<file path="src/gpio_wake_pkg.sv">
// Constants, register map and carrier types for the LED, GPIO and wake block
// Contract
// Enabled wake event asserts the wake indicator
// Software picks wake polarity and output drive type
// Wake event alone never ends power saving
// Host write strobes end power saving
// Host wakes device via byte-order test register; the code ends sleep on any host write strobe and decodes no address
// Speed strap sampled at reset release, held
// Each pin: push-pull, open-drain or input
// Pins selectable as status LED outputs
// LED pins always driven open-drain
// Speed LED high only at 10 Mb/s
// Link LED low while link valid
// Activity pulses link LED high 80 ms
// Then low at least 80 ms, repeat
// Duplex LED low in full duplex
// LED and wake timing run from reference clock
// Blink counter on clock, cleared by reset
// Wake indicator holds until cleared or disabled
package gpio_wake_pkg;
	// Clock and blink timing
	localparam int CLK_PERIOD_NS  = 8;             // MCLK period
	localparam int BLINK_TIME_MS  = 80;            // LED off and on-hold time
	localparam int BLINK_CYCLES   = (BLINK_TIME_MS * 1_000_000) / CLK_PERIOD_NS;
	localparam int NUM_PINS       = 3;             // General-purpose pins

	// Register byte offsets
	localparam logic [7:0] PIN_CFG_ADDR   = 8'h00;  // Direction, drive type, LED select
	localparam logic [7:0] PIN_DATA_ADDR  = 8'h04;  // Output data / pin levels
	localparam logic [7:0] WAKE_CTRL_ADDR = 8'h08;  // Wake enable, polarity, drive
	localparam logic [7:0] STATUS_ADDR    = 8'h0C;  // Event, sleep, strap status

	// Pin configuration field positions
	localparam int CFG_DIR_LSB  = 0;   // 1 = output
	localparam int CFG_OD_LSB   = 4;   // 1 = open-drain
	localparam int CFG_LED_LSB  = 8;   // 1 = LED function

	// Wake control field positions
	localparam int WC_ENABLE    = 0;   // Wake indicator enabled
	localparam int WC_POL_HIGH  = 1;   // 1 = active high
	localparam int WC_PUSHPULL  = 2;   // 1 = push-pull, 0 = open-drain
	localparam int WC_SLEEP     = 3;   // Write 1 enters power saving

	// Status field positions
	localparam int ST_EVENT     = 0;   // Sticky wake event, write 1 clears
	localparam int ST_SLEEP     = 1;   // Power saving active
	localparam int ST_STRAP     = 2;   // Latched speed strap

	// Reset values
	localparam logic [2:0] PIN_RESET_VALUE = 3'h0;
	localparam logic [2:0] WAKE_CTRL_RESET = 3'h0;

	// AHB encodings
	localparam logic [1:0] HTRANS_NONSEQ = 2'h2;
	localparam logic [1:0] HTRANS_SEQ    = 2'h3;

	// Link/activity LED blink states
	typedef enum logic [1:0] {
		BLINK_SOLID = 2'b00,   // Following link only
		BLINK_OFF   = 2'b01,   // LED forced off
		BLINK_HOLD  = 2'b10    // LED follows link, no new off pulse for minimum time
	} blink_state_t;

	// Status inputs from the link
	typedef struct packed {
		logic link_up;         // Valid link
		logic speed_10;        // Operating at 10 Mb/s
		logic autoneg;         // Auto-negotiation in progress
		logic full_duplex;     // Full-duplex link
		logic activity;        // Transmit or receive activity pulse
	} link_status_t;

	// Two-signal pin group
	typedef struct packed {
		logic [NUM_PINS-1:0] out;  // Output level
		logic [NUM_PINS-1:0] oe;   // Output enable
	} pin_drive_t;
endpackage

</file>
<file path="src/led_gpio_wake_indicator.sv">
// GPIO/LED pin multiplexing, activity blink, wake indicator and sleep exit
//
// Local design decisions: the AHB-Lite register port and the address map.
`timescale 1ns/100ps
`default_nettype none
module led_gpio_wake_indicator #(
	parameter int BLINK_CYCLES = gpio_wake_pkg::BLINK_CYCLES  // 80 ms in MCLK cycles
) (
	input  wire logic                 MCLK,            // 125 MHz clock
	input  wire logic                 RST_N,           // Synchronous reset, active low
	input  wire logic                 HSEL,            // AHB slave select
	input  wire logic [7:0]           HADDR,           // AHB address
	input  wire logic [1:0]           HTRANS,          // AHB transfer type
	input  wire logic                 HWRITE,          // AHB write
	input  wire logic [2:0]           HSIZE,           // AHB size
	input  wire logic [31:0]          HWDATA,          // AHB write data
	input  wire logic                 HREADY,          // AHB bus ready
	output logic      [31:0]          HRDATA,          // AHB read data
	output logic                      HREADYOUT,       // AHB slave ready
	output logic                      HRESP,           // AHB response, always OKAY
	input  wire gpio_wake_pkg::link_status_t LINK,     // Link status from PHY
	input  wire logic                 WAKE_EVENT,      // Wake event detected pulse
	input  wire logic                 HOST_SELECT_N,   // Host chip select, low active
	input  wire logic                 HOST_WRITE_N,    // Host write strobe, low active
	input  wire logic                 SPEED_SEL,       // Speed strap input
	input  wire logic [2:0]           GPIO_IN,         // Pin input levels
	output gpio_wake_pkg::pin_drive_t GPIO_DRIVE,      // Pin output and enable
	output logic                      WAKE_OUT,        // Wake indicator level
	output logic                      WAKE_OE,         // Wake indicator enable
	output logic                      SLEEPING,        // Power saving active
	output logic                      SPEED_DEFAULT    // Latched default speed
);
	localparam int CW = 24;  // Blink counter width

	// Refuse blink times that the counter cannot hold or that are shorter than two cycles
	if (BLINK_CYCLES < 2 || BLINK_CYCLES >= (1 << CW)) begin
		$error("BLINK_CYCLES out of range");
	end

	// Whole module state
	typedef struct packed {
		logic [2:0]                dir;        // Output direction per pin
		logic [2:0]                od;         // Open-drain per pin
		logic [2:0]                led;        // LED function per pin
		logic [2:0]                data;       // GPIO output data
		logic [2:0]                wctrl;      // Enable, polarity, push-pull
		logic                      event_flag; // Sticky wake event
		logic                      sleep;      // Power saving
		logic                      strap;      // Latched speed strap
		logic                      strap_done; // Strap already taken
		gpio_wake_pkg::blink_state_t bstate;   // Activity blink state
		logic [CW-1:0]             bcount;     // Blink interval counter
		logic                      pend;       // Activity seen during hold
		logic                      wr_pend;    // Write data phase pending
		logic [7:0]                wr_addr;    // Write address latched
		logic [31:0]               rdata;      // Read data register
		gpio_wake_pkg::pin_drive_t drive;      // Pin drive register
		logic                      wout;       // Wake output level
		logic                      woe;        // Wake output enable
	} state_t;

	state_t st;        // Current state
	state_t next_st;   // Next state

	logic addr_phase;  // Valid address phase this cycle
	logic wake_on;     // Wake indicator asserted
	logic level_high;  // Wake pin electrical level
	logic speed_led_n;         // Speed LED level
	logic link_activity_led_n; // Link/activity LED level
	logic duplex_led_n;        // Duplex LED level
	logic [2:0] led_n; // LED levels by pin
	logic host_write;  // Host write cycle seen
	logic clr_event;   // Software clears event

	// Next-state logic for the whole block
	always_comb begin
		next_st    = st;
		addr_phase = HSEL && HREADY && (HTRANS == gpio_wake_pkg::HTRANS_NONSEQ
			|| HTRANS == gpio_wake_pkg::HTRANS_SEQ);
		host_write = !HOST_SELECT_N && !HOST_WRITE_N;
		clr_event  = 1'b0;

		// Register writes land in the data phase
		next_st.wr_pend = addr_phase && HWRITE;
		next_st.wr_addr = HADDR;
		if (st.wr_pend) begin
			unique case (st.wr_addr)
				gpio_wake_pkg::PIN_CFG_ADDR: begin
					next_st.dir = HWDATA[gpio_wake_pkg::CFG_DIR_LSB +: 3];
					next_st.od  = HWDATA[gpio_wake_pkg::CFG_OD_LSB +: 3];
					next_st.led = HWDATA[gpio_wake_pkg::CFG_LED_LSB +: 3];
				end
				gpio_wake_pkg::PIN_DATA_ADDR: begin
					next_st.data = HWDATA[2:0];
				end
				gpio_wake_pkg::WAKE_CTRL_ADDR: begin
					next_st.wctrl = HWDATA[2:0];
					if (HWDATA[gpio_wake_pkg::WC_SLEEP])
						next_st.sleep = 1'b1;
				end
				gpio_wake_pkg::STATUS_ADDR: begin
					clr_event = HWDATA[gpio_wake_pkg::ST_EVENT];
				end
				default: begin
					// Unmapped writes are dropped
				end
			endcase
		end

		// Sticky event; a new event wins over the clear
		if (WAKE_EVENT)
			next_st.event_flag = 1'b1;
		else if (clr_event)
			next_st.event_flag = 1'b0;

		// Only a host write strobe ends sleep; the wake event does not
		if (host_write)
			next_st.sleep = 1'b0;

		// Strap caught on the first edge after reset release
		if (!st.strap_done) begin
			next_st.strap      = SPEED_SEL;
			next_st.strap_done = 1'b1;
		end

		// Read data captured in the address phase
		next_st.rdata = 32'h0000_0000;
		if (addr_phase && !HWRITE) begin
			unique case (HADDR)
				gpio_wake_pkg::PIN_CFG_ADDR:
					next_st.rdata = {21'h00_0000, st.led, 1'b0, st.od, 1'b0, st.dir};
				gpio_wake_pkg::PIN_DATA_ADDR:
					next_st.rdata = {29'h0000_0000, GPIO_IN};
				gpio_wake_pkg::WAKE_CTRL_ADDR:
					next_st.rdata = {29'h0000_0000, st.wctrl};
				gpio_wake_pkg::STATUS_ADDR:
					next_st.rdata = {29'h0000_0000, st.strap, st.sleep, st.event_flag};
				default:
					next_st.rdata = 32'h0000_0000;
			endcase
		end

		// Activity blink timing from one counter
		unique case (st.bstate)
			gpio_wake_pkg::BLINK_SOLID: begin
				next_st.bcount = '0;
				if (LINK.link_up && LINK.activity)
					next_st.bstate = gpio_wake_pkg::BLINK_OFF;
			end
			gpio_wake_pkg::BLINK_OFF: begin
				next_st.bcount = st.bcount + 1'b1;
				if (st.bcount == CW'(BLINK_CYCLES - 1)) begin
					next_st.bcount = '0;
					next_st.pend   = 1'b0;
					next_st.bstate = gpio_wake_pkg::BLINK_HOLD;
				end
			end
			gpio_wake_pkg::BLINK_HOLD: begin
				next_st.bcount = st.bcount + 1'b1;
				if (LINK.activity)
					next_st.pend = 1'b1;
				if (st.bcount == CW'(BLINK_CYCLES - 1)) begin
					next_st.bcount = '0;
					next_st.pend   = 1'b0;
					// Activity during the hold starts another pulse
					next_st.bstate = (st.pend || LINK.activity) && LINK.link_up
						? gpio_wake_pkg::BLINK_OFF : gpio_wake_pkg::BLINK_SOLID;
				end
			end
			default: begin
				next_st.bstate = gpio_wake_pkg::BLINK_SOLID;
				next_st.bcount = '0;
			end
		endcase

		// LED levels
		speed_led_n         = LINK.link_up && LINK.speed_10 && !LINK.autoneg;
		link_activity_led_n = !LINK.link_up
			|| (st.bstate == gpio_wake_pkg::BLINK_OFF);
		duplex_led_n        = !(LINK.link_up && LINK.full_duplex);
		led_n               = {duplex_led_n, link_activity_led_n, speed_led_n};

		// Pin drive per pin; LED use forces open-drain
		for (int i = 0; i < 3; i++) begin
			if (st.led[i]) begin
				next_st.drive.out[i] = 1'b0;
				next_st.drive.oe[i]  = !led_n[i];
			end else if (!st.dir[i]) begin
				next_st.drive.out[i] = 1'b0;
				next_st.drive.oe[i]  = 1'b0;
			end else if (st.od[i]) begin
				next_st.drive.out[i] = 1'b0;
				next_st.drive.oe[i]  = !st.data[i];
			end else begin
				next_st.drive.out[i] = st.data[i];
				next_st.drive.oe[i]  = 1'b1;
			end
		end

		// Wake indicator with chosen polarity and drive type
		wake_on    = st.wctrl[gpio_wake_pkg::WC_ENABLE] && st.event_flag;
		level_high = wake_on == st.wctrl[gpio_wake_pkg::WC_POL_HIGH];
		if (st.wctrl[gpio_wake_pkg::WC_PUSHPULL]) begin
			next_st.wout = level_high;
			next_st.woe  = 1'b1;
		end else begin
			next_st.wout = 1'b0;
			next_st.woe  = !level_high;
		end
	end

	// State register; counter and all control cleared by reset
	always_ff @(posedge MCLK) begin
		if (!RST_N) begin
			st        <= '0;
			st.dir    <= gpio_wake_pkg::PIN_RESET_VALUE;
			st.wctrl  <= gpio_wake_pkg::WAKE_CTRL_RESET;
			st.bstate <= gpio_wake_pkg::BLINK_SOLID;
		end else begin
			st <= next_st;
		end
	end

	// Outputs straight from the state flip-flops; ready and response are constants
	assign HRDATA        = st.rdata;
	assign HREADYOUT     = 1'b1;  // Zero wait states
	assign HRESP         = 1'b0;  // Always OKAY
	assign GPIO_DRIVE    = st.drive;
	assign WAKE_OUT      = st.wout;
	assign WAKE_OE       = st.woe;
	assign SLEEPING      = st.sleep;
	assign SPEED_DEFAULT = st.strap;

	// Wake event turns on an enabled indicator two edges later
	wake_assert_a: assert property (@(posedge MCLK) disable iff (!RST_N)
		WAKE_EVENT && st.wctrl[0] && $stable(st.wctrl) ##1 $stable(st.wctrl)
		|=> ($past(st.wctrl[2]) ? WAKE_OE && WAKE_OUT == $past(st.wctrl[1])
			: WAKE_OE != $past(st.wctrl[1]) && !WAKE_OUT))
		else $error("wake indicator not asserted");

	// A push-pull GPIO output always drives its data
	gpio_pp_a: assert property (@(posedge MCLK) disable iff (!RST_N)
		((GPIO_DRIVE.oe & $past(st.dir & ~st.od & ~st.led))
			== $past(st.dir & ~st.od & ~st.led))
		&& (((GPIO_DRIVE.out ^ $past(st.data)) & $past(st.dir & ~st.od & ~st.led)) == 3'h0))
		else $error("push-pull pin not driving its data");

	// Speed LED released only at 10 Mb/s with negotiation done
	speed_led_a: assert property (@(posedge MCLK) disable iff (!RST_N)
		$past(st.led[0])
		|-> GPIO_DRIVE.oe[0] != ($past(LINK.link_up) && $past(LINK.speed_10)
			&& !$past(LINK.autoneg)))
		else $error("speed LED level wrong");

	// Link LED lit while the link is valid and no off pulse runs
	link_led_a: assert property (@(posedge MCLK) disable iff (!RST_N)
		$past(st.led[1]) && $past(st.bstate) != gpio_wake_pkg::BLINK_OFF
		|-> GPIO_DRIVE.oe[1] == $past(LINK.link_up))
		else $error("link LED level wrong");

	// Duplex LED lit only on a full-duplex link
	duplex_led_a: assert property (@(posedge MCLK) disable iff (!RST_N)
		$past(st.led[2])
		|-> GPIO_DRIVE.oe[2] == ($past(LINK.link_up) && $past(LINK.full_duplex)))
		else $error("duplex LED level wrong");

	// Push-pull always drives
	wake_drive_a: assert property (@(posedge MCLK) disable iff (!RST_N)
		st.wctrl[2] && $past(st.wctrl[2]) |-> WAKE_OE)
		else $error("push-pull wake pin not driven");

	// Wake event never clears sleep
	sleep_hold_a: assert property (@(posedge MCLK) disable iff (!RST_N)
		st.sleep && !(!HOST_SELECT_N && !HOST_WRITE_N) |=> st.sleep)
		else $error("sleep left without host write");

	// Host write cycle ends sleep
	sleep_exit_a: assert property (@(posedge MCLK) disable iff (!RST_N)
		!HOST_SELECT_N && !HOST_WRITE_N |=> !SLEEPING)
		else $error("host write did not end sleep");

	// Strap holds after capture
	strap_keep_a: assert property (@(posedge MCLK) disable iff (!RST_N)
		st.strap_done && $past(st.strap_done) |-> $stable(SPEED_DEFAULT))
		else $error("strap value changed");

	// LED pin 0 never drives high
	led_od_a: assert property (@(posedge MCLK) disable iff (!RST_N)
		$past(st.led[0]) && st.led[0] |-> !(GPIO_DRIVE.oe[0] && GPIO_DRIVE.out[0]))
		else $error("LED pin driven high");

	// Off pulse lasts the blink time, then hold
	blink_len_a: assert property (@(posedge MCLK) disable iff (!RST_N)
		st.bstate == gpio_wake_pkg::BLINK_OFF && st.bcount == CW'(BLINK_CYCLES - 1)
		|=> st.bstate == gpio_wake_pkg::BLINK_HOLD && st.bcount == '0)
		else $error("off pulse length wrong");

	// Hold never ends early
	hold_min_a: assert property (@(posedge MCLK) disable iff (!RST_N)
		st.bstate == gpio_wake_pkg::BLINK_HOLD && st.bcount < CW'(BLINK_CYCLES - 1)
		|=> st.bstate == gpio_wake_pkg::BLINK_HOLD)
		else $error("on-hold cut short");

	// Event flag stays until cleared
	event_keep_a: assert property (@(posedge MCLK) disable iff (!RST_N)
		st.event_flag && !(st.wr_pend && st.wr_addr == gpio_wake_pkg::STATUS_ADDR)
		|=> st.event_flag)
		else $error("wake event dropped");
endmodule
`default_nettype wire

</file>
<file path="config.mk">
export PLATFORM = sky130hd
export DESIGN_NAME = led_gpio_wake_indicator
export DESIGN_NICKNAME = d
export VERILOG_FILES = /design/src/gpio_wake_pkg.sv /design/src/led_gpio_wake_indicator.sv
export SDC_FILE = /design/constraint.sdc
export NUM_CORES = 1
export LEC_CHECK = 0
export ABC_AREA = 1
export BUFFER_PORTS_ARGS = -buffer_cell sky130_fd_sc_hd__buf_2
export CORE_ASPECT_RATIO = 1.5
export CORE_UTILIZATION = 40
export CTS_CLUSTER_DIAMETER = 120
export DETAILED_ROUTE_END_ITERATION = 8
export PLACE_DENSITY = 0.7
export SYNTH_ARGS = -nofsm -noshare
export SYNTH_HDL_FRONTEND = slang
export SYNTH_SLANG_ARGS = --single-unit
export TNS_END_PERCENT = 50
</file>
<file path="constraint.sdc">
create_clock -name MCLK -period 2.7 [get_ports MCLK]
set_input_delay 0.135 -clock MCLK [delete_from_list [all_inputs] [get_ports MCLK]]
set_output_delay 0.135 -clock MCLK [all_outputs]
set_load 0.03 [all_outputs]
</file>
==> flow_metrics.py, run 1 <==
metrics = {
    "synthesis": {
        "synth-main-ff-cell": "dfxtp_1",
        "netlist_top_cells_area": "dfxtp_1 41%, buf_4 8.8%, nand2_1 7.8%",
        "ys_seq_area_share_pct": 41.4,
        "yosys.area.top_type": "dfxtp_1",
        "yosysWarnings": 0,
        "syn-cell-area_um2": 3480,
        "synth_top_cell_area_share_pct": 41.4,
        "syn_area_per_cell_um2": 7.66,
        "ys_ff_latch": 72,
        "synth_edf_count": 0,
        "synthArstFlopShare_pct": 0,
        "synthDistinctLibCells": 40,
        "syn_inst": 454,
    },
    "drt": {
        "wire_per_inst_um": 11.1,
        "wirelength_mm": 6.77,
        "ant_nets": 0,
        "drt_iter0_drc": 128,
        "drc": 0,
        "vias_per_cell": 4.59,
        "firstDrtPassIters": 4,
        "vias": 2810,
    },
    "hold_path": {
        "min-delay-path-class": "input port to register",
    },
    "worst_setup_path": {
        "criticalPathCategory": "register to register",
        "cpMostUsedCell": "nand3_2",
        "cp.arrival_ns": 2.03,
        "worstPathCellList": "ha_1 -> nand3_2 -> nor2_1 -> nand3_2 -> nand2_2 -> inv_2 -> o21ai_0 -> a21oi_1",
        "worstPathRequired_ns": 2.92,
        "max_stage_delay_ns": 0.39,
        "crit_path_end_kind": "register",
        "startpoint_type": "register",
        "crit_path_max_fanout": 12,
        "slowest_stage": "dfxtp_1",
    },
    "floorplanning": {
        "ioPinCount": 106,
        "die_w_um": 78.2,
        "initial_core_util_pct": 41.4,
        "core_um2": 8410,
        "die_y_um": 116,
        "row_count": 41,
        "dieArea_um2": 9080,
    },
    "timing": {
        "slew_headroom_pct": 61.3,
        "fin_skew_ns": 0.00908,
        "rsz0062_at_grt": "no",
        "period_needed_ns": 1.81,
        "fin_ws_ns": 0.889,
        "hold_violations": 0,
        "worst_pin_slew_ns": 0.578,
        "setup_tns_ns": 0,
        "drv_slew": 0,
        "finalSetupViolCount": 0,
        "fmax_mhz": 552,
        "fin_crit_sh_pct": 67.1,
    },
    "grt": {
        "antenna_found_initial": 0,
        "first_global_vias": 2644,
        "gr-total-overflow": 0,
        "grt_max_degree": 35,
        "grt.total_usage_pct": 16.3,
        "grt_pass1_wl_mm": 11.5,
    },
    "power_and_ir_drop": {
        "power_mw": 2.50,
        "p_per_area_nw_per_um2": 626,
        "p_leak_nw": 1.74,
        "ir_worst_vdd_mv": 0.387,
    },
    "clocking": {
        "cts_buffers": 9,
        "clock_sinks": 72,
        "postCtsSetupBuffers": 0,
        "insertion_delay_ns": 0.33,
        "cts-resized-gates": 0,
        "hold_buffers": 3,
        "cts_root_buf": "clkbuf_16",
        "h-tree-depth": 3,
        "cts.clk_slew.worst_paths_ns": 0.06,
        "clk_path_buf_depth": 2,
        "cts_tree": "yes",
    },
    "place": {
        "dp.cells": 593,
        "dp_worst_setup_slack_ns": 0.860,
        "dp_hpwl_mm": 5.20,
        "port_buffers": 54,
        "gp_routability_congestion": 0.817,
    },
    "cells_and_area": {
        "layout-drive-gt1-share_pct": 23.4,
        "stdcell_count": 612,
        "fin_util_pct": 47.4,
        "area_growth_pct": 14.6,
        "finish.net_count": 563,
        "multi_input_area_um2": 1550,
        "seqCellArea_um2": 1440,
        "fill_cells": 855,
        "diodes": 0,
    },
    "run": {
        "maxCapViolCount": 0,
    },
    "run_status": {
        "status": "finished, final reports clean",
    },
}
cells in the final DEF (no fill, tap or decap), types with 3 or more instances in the layout:
| cell type | Yosys | layout |
|---|---|---|
| dlygate4sd3_1 | 0 | 3 |
| conb_1 | 2 | 25 |
| a21oi_2 | 6 | 6 |
| nor2_4 | 4 | 4 |
| nor2_2 | 5 | 5 |
| nand4_1 | 6 | 6 |
| nor3_2 | 3 | 3 |
| a21oi_1 | 27 | 27 |
| nand2_2 | 5 | 5 |
| nor3_1 | 15 | 15 |
| o21ai_2 | 4 | 4 |
| nand3_1 | 22 | 22 |
| o21ai_0 | 25 | 25 |
| nor2_1 | 51 | 51 |
| xor2_1 | 4 | 4 |
| clkbuf_16 | 0 | 9 |
| inv_2 | 6 | 6 |
| buf_2 | 0 | 54 |
| nand2_1 | 72 | 72 |
| inv_1 | 54 | 54 |
| clkinvlp_4 | 0 | 3 |
| nand3_2 | 4 | 4 |
| dfxtp_1 | 72 | 72 |
sequential cells by signal, indices dropped and copies added, names as in the netlist:
register,flops
GPIO_DRIVE,6
HRDATA,9
SLEEPING,1
SPEED_DEFAULT,1
WAKE_OE,1
WAKE_OUT,1
st,53
synth_stat cells, types with 4 or more instances:
library cell,number
o21ai_0,25
nand2_1,72
nand3_1,22
o21ai_2,4
dfxtp_1,72
nor2_4,4
nand3_2,4
nor2_1,51
nand2_2,5
buf_4,41
inv_2,6
nand4_1,6
a21oi_2,6
a21oi_1,27
inv_1,54
xor2_1,4
nor2_2,5
nor3_1,15
report_power, final:
part / internal (mW) / leakage [nW] / switching, mW / total (mW)
clock: 0.807 / 0.148 / 0.444 / 1.25
combinational: 0.0444 / 1.01 / 0.114 / 0.159
sequential: 1.08 / 0.583 / 0.00958 / 1.09
total: 1.93 / 1.74 / 0.568 / 2.50
critical path: cells and delay by family, from the launching register on:
family | cells | cell delay [ns]
and+or+nand+nor | 4 | 0.72
buffers and inverters | 1 | 0.19
DFF | 1 | 0.39
AOI/OAI and AO/OA | 2 | 0.16
adders and majority gates | 1 | 0.24
kinds of logic (layout without fill, tap and decap cells):
kind of cell    count (synthesis)  after routing  share of synthesized area (%)
simple gates                  200            200                           29.1
buf+inv                       107            135                           16.4
flops                          72             72                           41.4
compound gates                 66             66                           11.0
xor+xnor                        6              6                           1.51
other cells                     2             25                          0.216
fa+ha+maj                       1              1                          0.360
routing by layer:
layer	track usage (%)	routed length, um	vias up
met4	7.78	80	0
li1	-	-	1482
met2	29.9	3690	61
met5	0	0	-
met3	3.59	272	6
met1	17.8	2730	1261
layout make-up:
| cell class | instances | area share (%) |
|---|---|---|
| tap | 107 | 3.36 |
| inverter | 61 | 5.74 |
| clock buffer | 9 | 5.65 |
| multi-input combinational | 298 | 39.0 |
| sequential | 72 | 36.1 |
| clock inverter | 7 | 2.42 |
| timing repair buffer | 58 | 7.72 |
per-stage QoR:
stage / cell area (um2) / hold WS (ns)
final: 3990 / 0.0143
after global routing: 3990 / 0.0145
after CTS: 3990 / 0.00406
after detailed placement: 3640 / 0.329
after global placement: 3640 / 0.325
after floorplan: 3570 / 0.163
worst paths after layout:
kind            start             to  slack (ns)  cells past startpoint
max            st[50]         st[58]        0.89                      8
min reg2reg    st[76]  SPEED_DEFAULT        0.42                      1
min          HADDR[4]         st[44]        0.01                      3
max reg2reg    st[50]         st[58]        0.89                      8
Power figures use the tool's default switching activity.
==> inputs of run 2 (changes only) <==
--- a/config.mk
+++ b/config.mk
@@ -5,13 +5,13 @@
 export SDC_FILE = /design/constraint.sdc
 export NUM_CORES = 1
 export LEC_CHECK = 0
-export ABC_AREA = 1
+export ABC_AREA = 0
 export BUFFER_PORTS_ARGS = -buffer_cell sky130_fd_sc_hd__buf_2
 export CORE_ASPECT_RATIO = 1.5
 export CORE_UTILIZATION = 40
 export CTS_CLUSTER_DIAMETER = 120
 export DETAILED_ROUTE_END_ITERATION = 8
-export PLACE_DENSITY = 0.7
+export PLACE_DENSITY = 0.71
 export SYNTH_ARGS = -nofsm -noshare
 export SYNTH_HDL_FRONTEND = slang
 export SYNTH_SLANG_ARGS = --single-unit
==> constraint.sdc (replaced) <==
create_clock -name MCLK -period 1.87 [get_ports MCLK]
set_input_delay 0.0935 -clock MCLK [delete_from_list [all_inputs] [get_ports MCLK]]
set_output_delay 0.0935 -clock MCLK [all_outputs]
set_load 0.03 [all_outputs]
==> flow_metrics.py, run 2 <==
metrics = {
    "clocking": {
        "cts_tree": "yes",
        "cts.clk_slew.worst_paths_ns": 0.06,
        "cts_root_buf": "clkbuf_16",
        "clock_sinks": 72,
        "cts_buffers": 9,
        "insertion_delay_ns": 0.33,
        "h-tree-depth": 3,
        "clk_path_buf_depth": 2,
    },
    "drt": {
        "wire_per_inst_um": 12.5,
        "wirelength_mm": 6.34,
        "vias_per_cell": 4.81,
        "drc": 0,
        "ant_nets": 0,
        "vias": 2446,
        "drt_iter0_drc": 97,
        "firstDrtPassIters": 4,
    },
    "grt": {
        "grt_pass1_wl_mm": 10.3,
        "grt_max_degree": 25,
        "antenna_found_initial": 0,
        "first_global_vias": 2332,
        "grtUsageMet2_pct": 30.4,
        "gr-usage-met1_pct": 16.0,
        "gr-total-overflow": 0,
        "grt.total_usage_pct": 16.5,
        "busiest_layer": "met2",
        "use_met3_pct": 3.82,
    },
    "worst_setup_path": {
        "criticalPathCategory": "register to register",
        "cp.arrival_ns": 2.08,
        "crit_path_end_kind": "register",
        "reg2reg_depth": 4,
        "worstSetupEndpoint": "st[70]",
        "regToRegEndpoint": "st[70]",
        "startpoint": "st[61]",
        "worstPathRequired_ns": 2.13,
        "crit_path_max_fanout": 9,
        "r2r_slack_ns": 0.06,
        "startpoint_type": "register",
        "reg2reg_from": "st[61]",
    },
    "cells_and_area": {
        "diodes": 0,
        "area_growth_pct": 24.8,
        "most-common-layout-cells": "65 x dfxtp_1, 54 x buf_2, 37 x nor2_1",
        "layout.cells.most_common": "dfxtp_1",
        "top_register": "st",
        "finish.net_count": 465,
        "largest_register_ffs": 53,
        "final_cell_area_um2": 3930,
        "fin_util_pct": 51.7,
        "fill_cells": 707,
        "layout-drive-gt1-share_pct": 29.5,
    },
    "power_and_ir_drop": {
        "p_switching_uw": 783,
        "ir_worst_vdd_mv": 0.476,
        "p_per_area_nw_per_um2": 909,
        "p_sw_share_pct": 21.9,
        "p_int_mw": 2.79,
        "clkPwrFrac_pct": 50.7,
        "p_leak_nw": 1.59,
        "seqPwrFrac_pct": 43.8,
        "combPwrFrac_pct": 5.6,
        "power_mw": 3.57,
    },
    "timing": {
        "hold_violations": 0,
        "finalSetupViolCount": 0,
        "fin_crit_sh_pct": 97.0,
        "fin_skew_ns": 0.00506,
        "rsz0062_at_grt": "no",
        "period_needed_ns": 1.81,
        "slew_headroom_pct": 61.2,
        "fmax_mhz": 551,
        "worst_pin_slew_ns": 0.578,
        "drv_slew": 0,
    },
    "synthesis": {
        "ys_ff_latch": 72,
        "synth-main-ff-cell": "dfxtp_1",
        "yosysMostFrequentCell": "dfxtp_1",
        "synthDistinctLibCells": 48,
        "syn_inst": 334,
        "synth_edf_count": 0,
        "synth_top_cells_by_count": "72 x dfxtp_1, 40 x buf_4, 37 x nor2_1, 16 x a21oi_1, 16 x mux2i_1",
        "netlist_top_cells_area": "dfxtp_1 46%, buf_4 9.5%, mux2i_1 5.1%",
        "yosys.area.top_type": "dfxtp_1",
        "synthArstFlopShare_pct": 0,
        "yosysWarnings": 0,
        "ys_seq_area_share_pct": 45.7,
        "syn-cell-area_um2": 3150,
        "syn_area_per_cell_um2": 9.44,
        "synth_top_cell_area_share_pct": 45.7,
    },
    "floorplanning": {
        "initial_core_util_pct": 41.4,
        "ioPinCount": 106,
        "row_count": 39,
        "die_y_um": 111,
        "dieArea_um2": 8250,
        "core_um2": 7610,
        "die_w_um": 74.5,
    },
    "place": {
        "port_buffers": 54,
        "gp_routability_congestion": 0.844,
        "dp_hpwl_mm": 4.65,
        "place_area_um2": 3490,
    },
    "run_status": {
        "status": "finished, final reports clean",
    },
    "run": {
        "maxCapViolCount": 0,
    },
    "hold_path": {
        "min-delay-path-class": "input port to register",
    },
}
-- run 2: cell types whose count changed after synthesis, sizes merged, moves of 14 or more --
cell | before | now
inv | 60 | 10
nand2 | 78 | 12
and2 | 0 | 14
nand3 | 26 | 12
nor2 | 61 | 37
a21oi | 33 | 17
mux2i | 0 | 16
o21ai | 29 | 8
-- run 2: cell families after synthesis --
group	Yosys count	synth area share [%]
and+or+nand+nor	130	23.2
DFF	72	45.7
buffers and inverters	60	12.3
AOI/OAI and AO/OA	37	7.34
muxes	19	7.22
xor gates and xnor gates	13	3.61
other	2	0.238
adders and majority gates	1	0.397
-- run 2: through the flow --
step	setup TNS, ns	hold slack [ns]	instances	worst slack, ns
6_report	0	0.00840	509	0.0560
5_1_grt	0	0.0173	509	0.00601
4_1_cts	0	0.00267	508	0.00203
3_5_place_dp	-0.170	0.320	484	-0.0777
3_3_place_gp	-0.0223	0.311	484	-0.0119
2_1_floorplan	0	0.121	357	0.00232
-- run 2: per-layer routing --
metal	wire, um	share of wire, %
met5	0	0
met4	199	3.1
met3	244	3.8
met2	3500	55
met1	2400	38
-- run 2: power groups by stage --
| stage | registers (mW) | clock network [mW] | logic (mW) |
|---|---|---|---|
| after detailed placement | 1.60 | 0 | 0.187 |
| after global routing | 1.56 | 1.91 | 0.217 |
| after global placement | 1.60 | 0 | 0.185 |
| after floorplan | 1.60 | 0 | 0.160 |
| after CTS | 1.56 | 1.84 | 0.201 |
| final | 1.56 | 1.81 | 0.200 |
-- run 2: repair_timing --
action                                  CTS  global route
pin swaps                                 0             5
hold endpoints to repair                  8             0
hold buffers                              8             0
resized for setup                         2            10
buffers inserted                          0             1
cloned                                    0             0
endpoints found under the setup margin    4             8
-- run 2: critical path: stages, from the launching register on --
cell	delay, ns
dfxtp_1	0.40
nand4_1	0.16
or4_4	0.61
or4_1	0.42
a21oi_1	0.15
-- run 2: worst min path at each step --
stage / from / to / cells after the start
3_5_place_dp: HADDR[1] / st[41] / 2
3_3_place_gp: HADDR[5] / st[45] / 2
5_1_grt: HREADY / st[48] / 3
4_1_cts: HWDATA[5] / st[90] / 3
2_1_floorplan: RST_N / st[76] / 0
6_report: SPEED_SEL / SPEED_DEFAULT / 3
-- run 2: final cells by class --
class	count	area (um2)	share of cell area, %
multi-input cells	225	1470	37.4
clock inverters	7	96.3	2.45
well taps	102	128	3.25
flip-flops and latches	72	1450	36.9
inverters	11	41.3	1.05
repair buffers	83	520	13.2
clock buffers	9	225	5.73
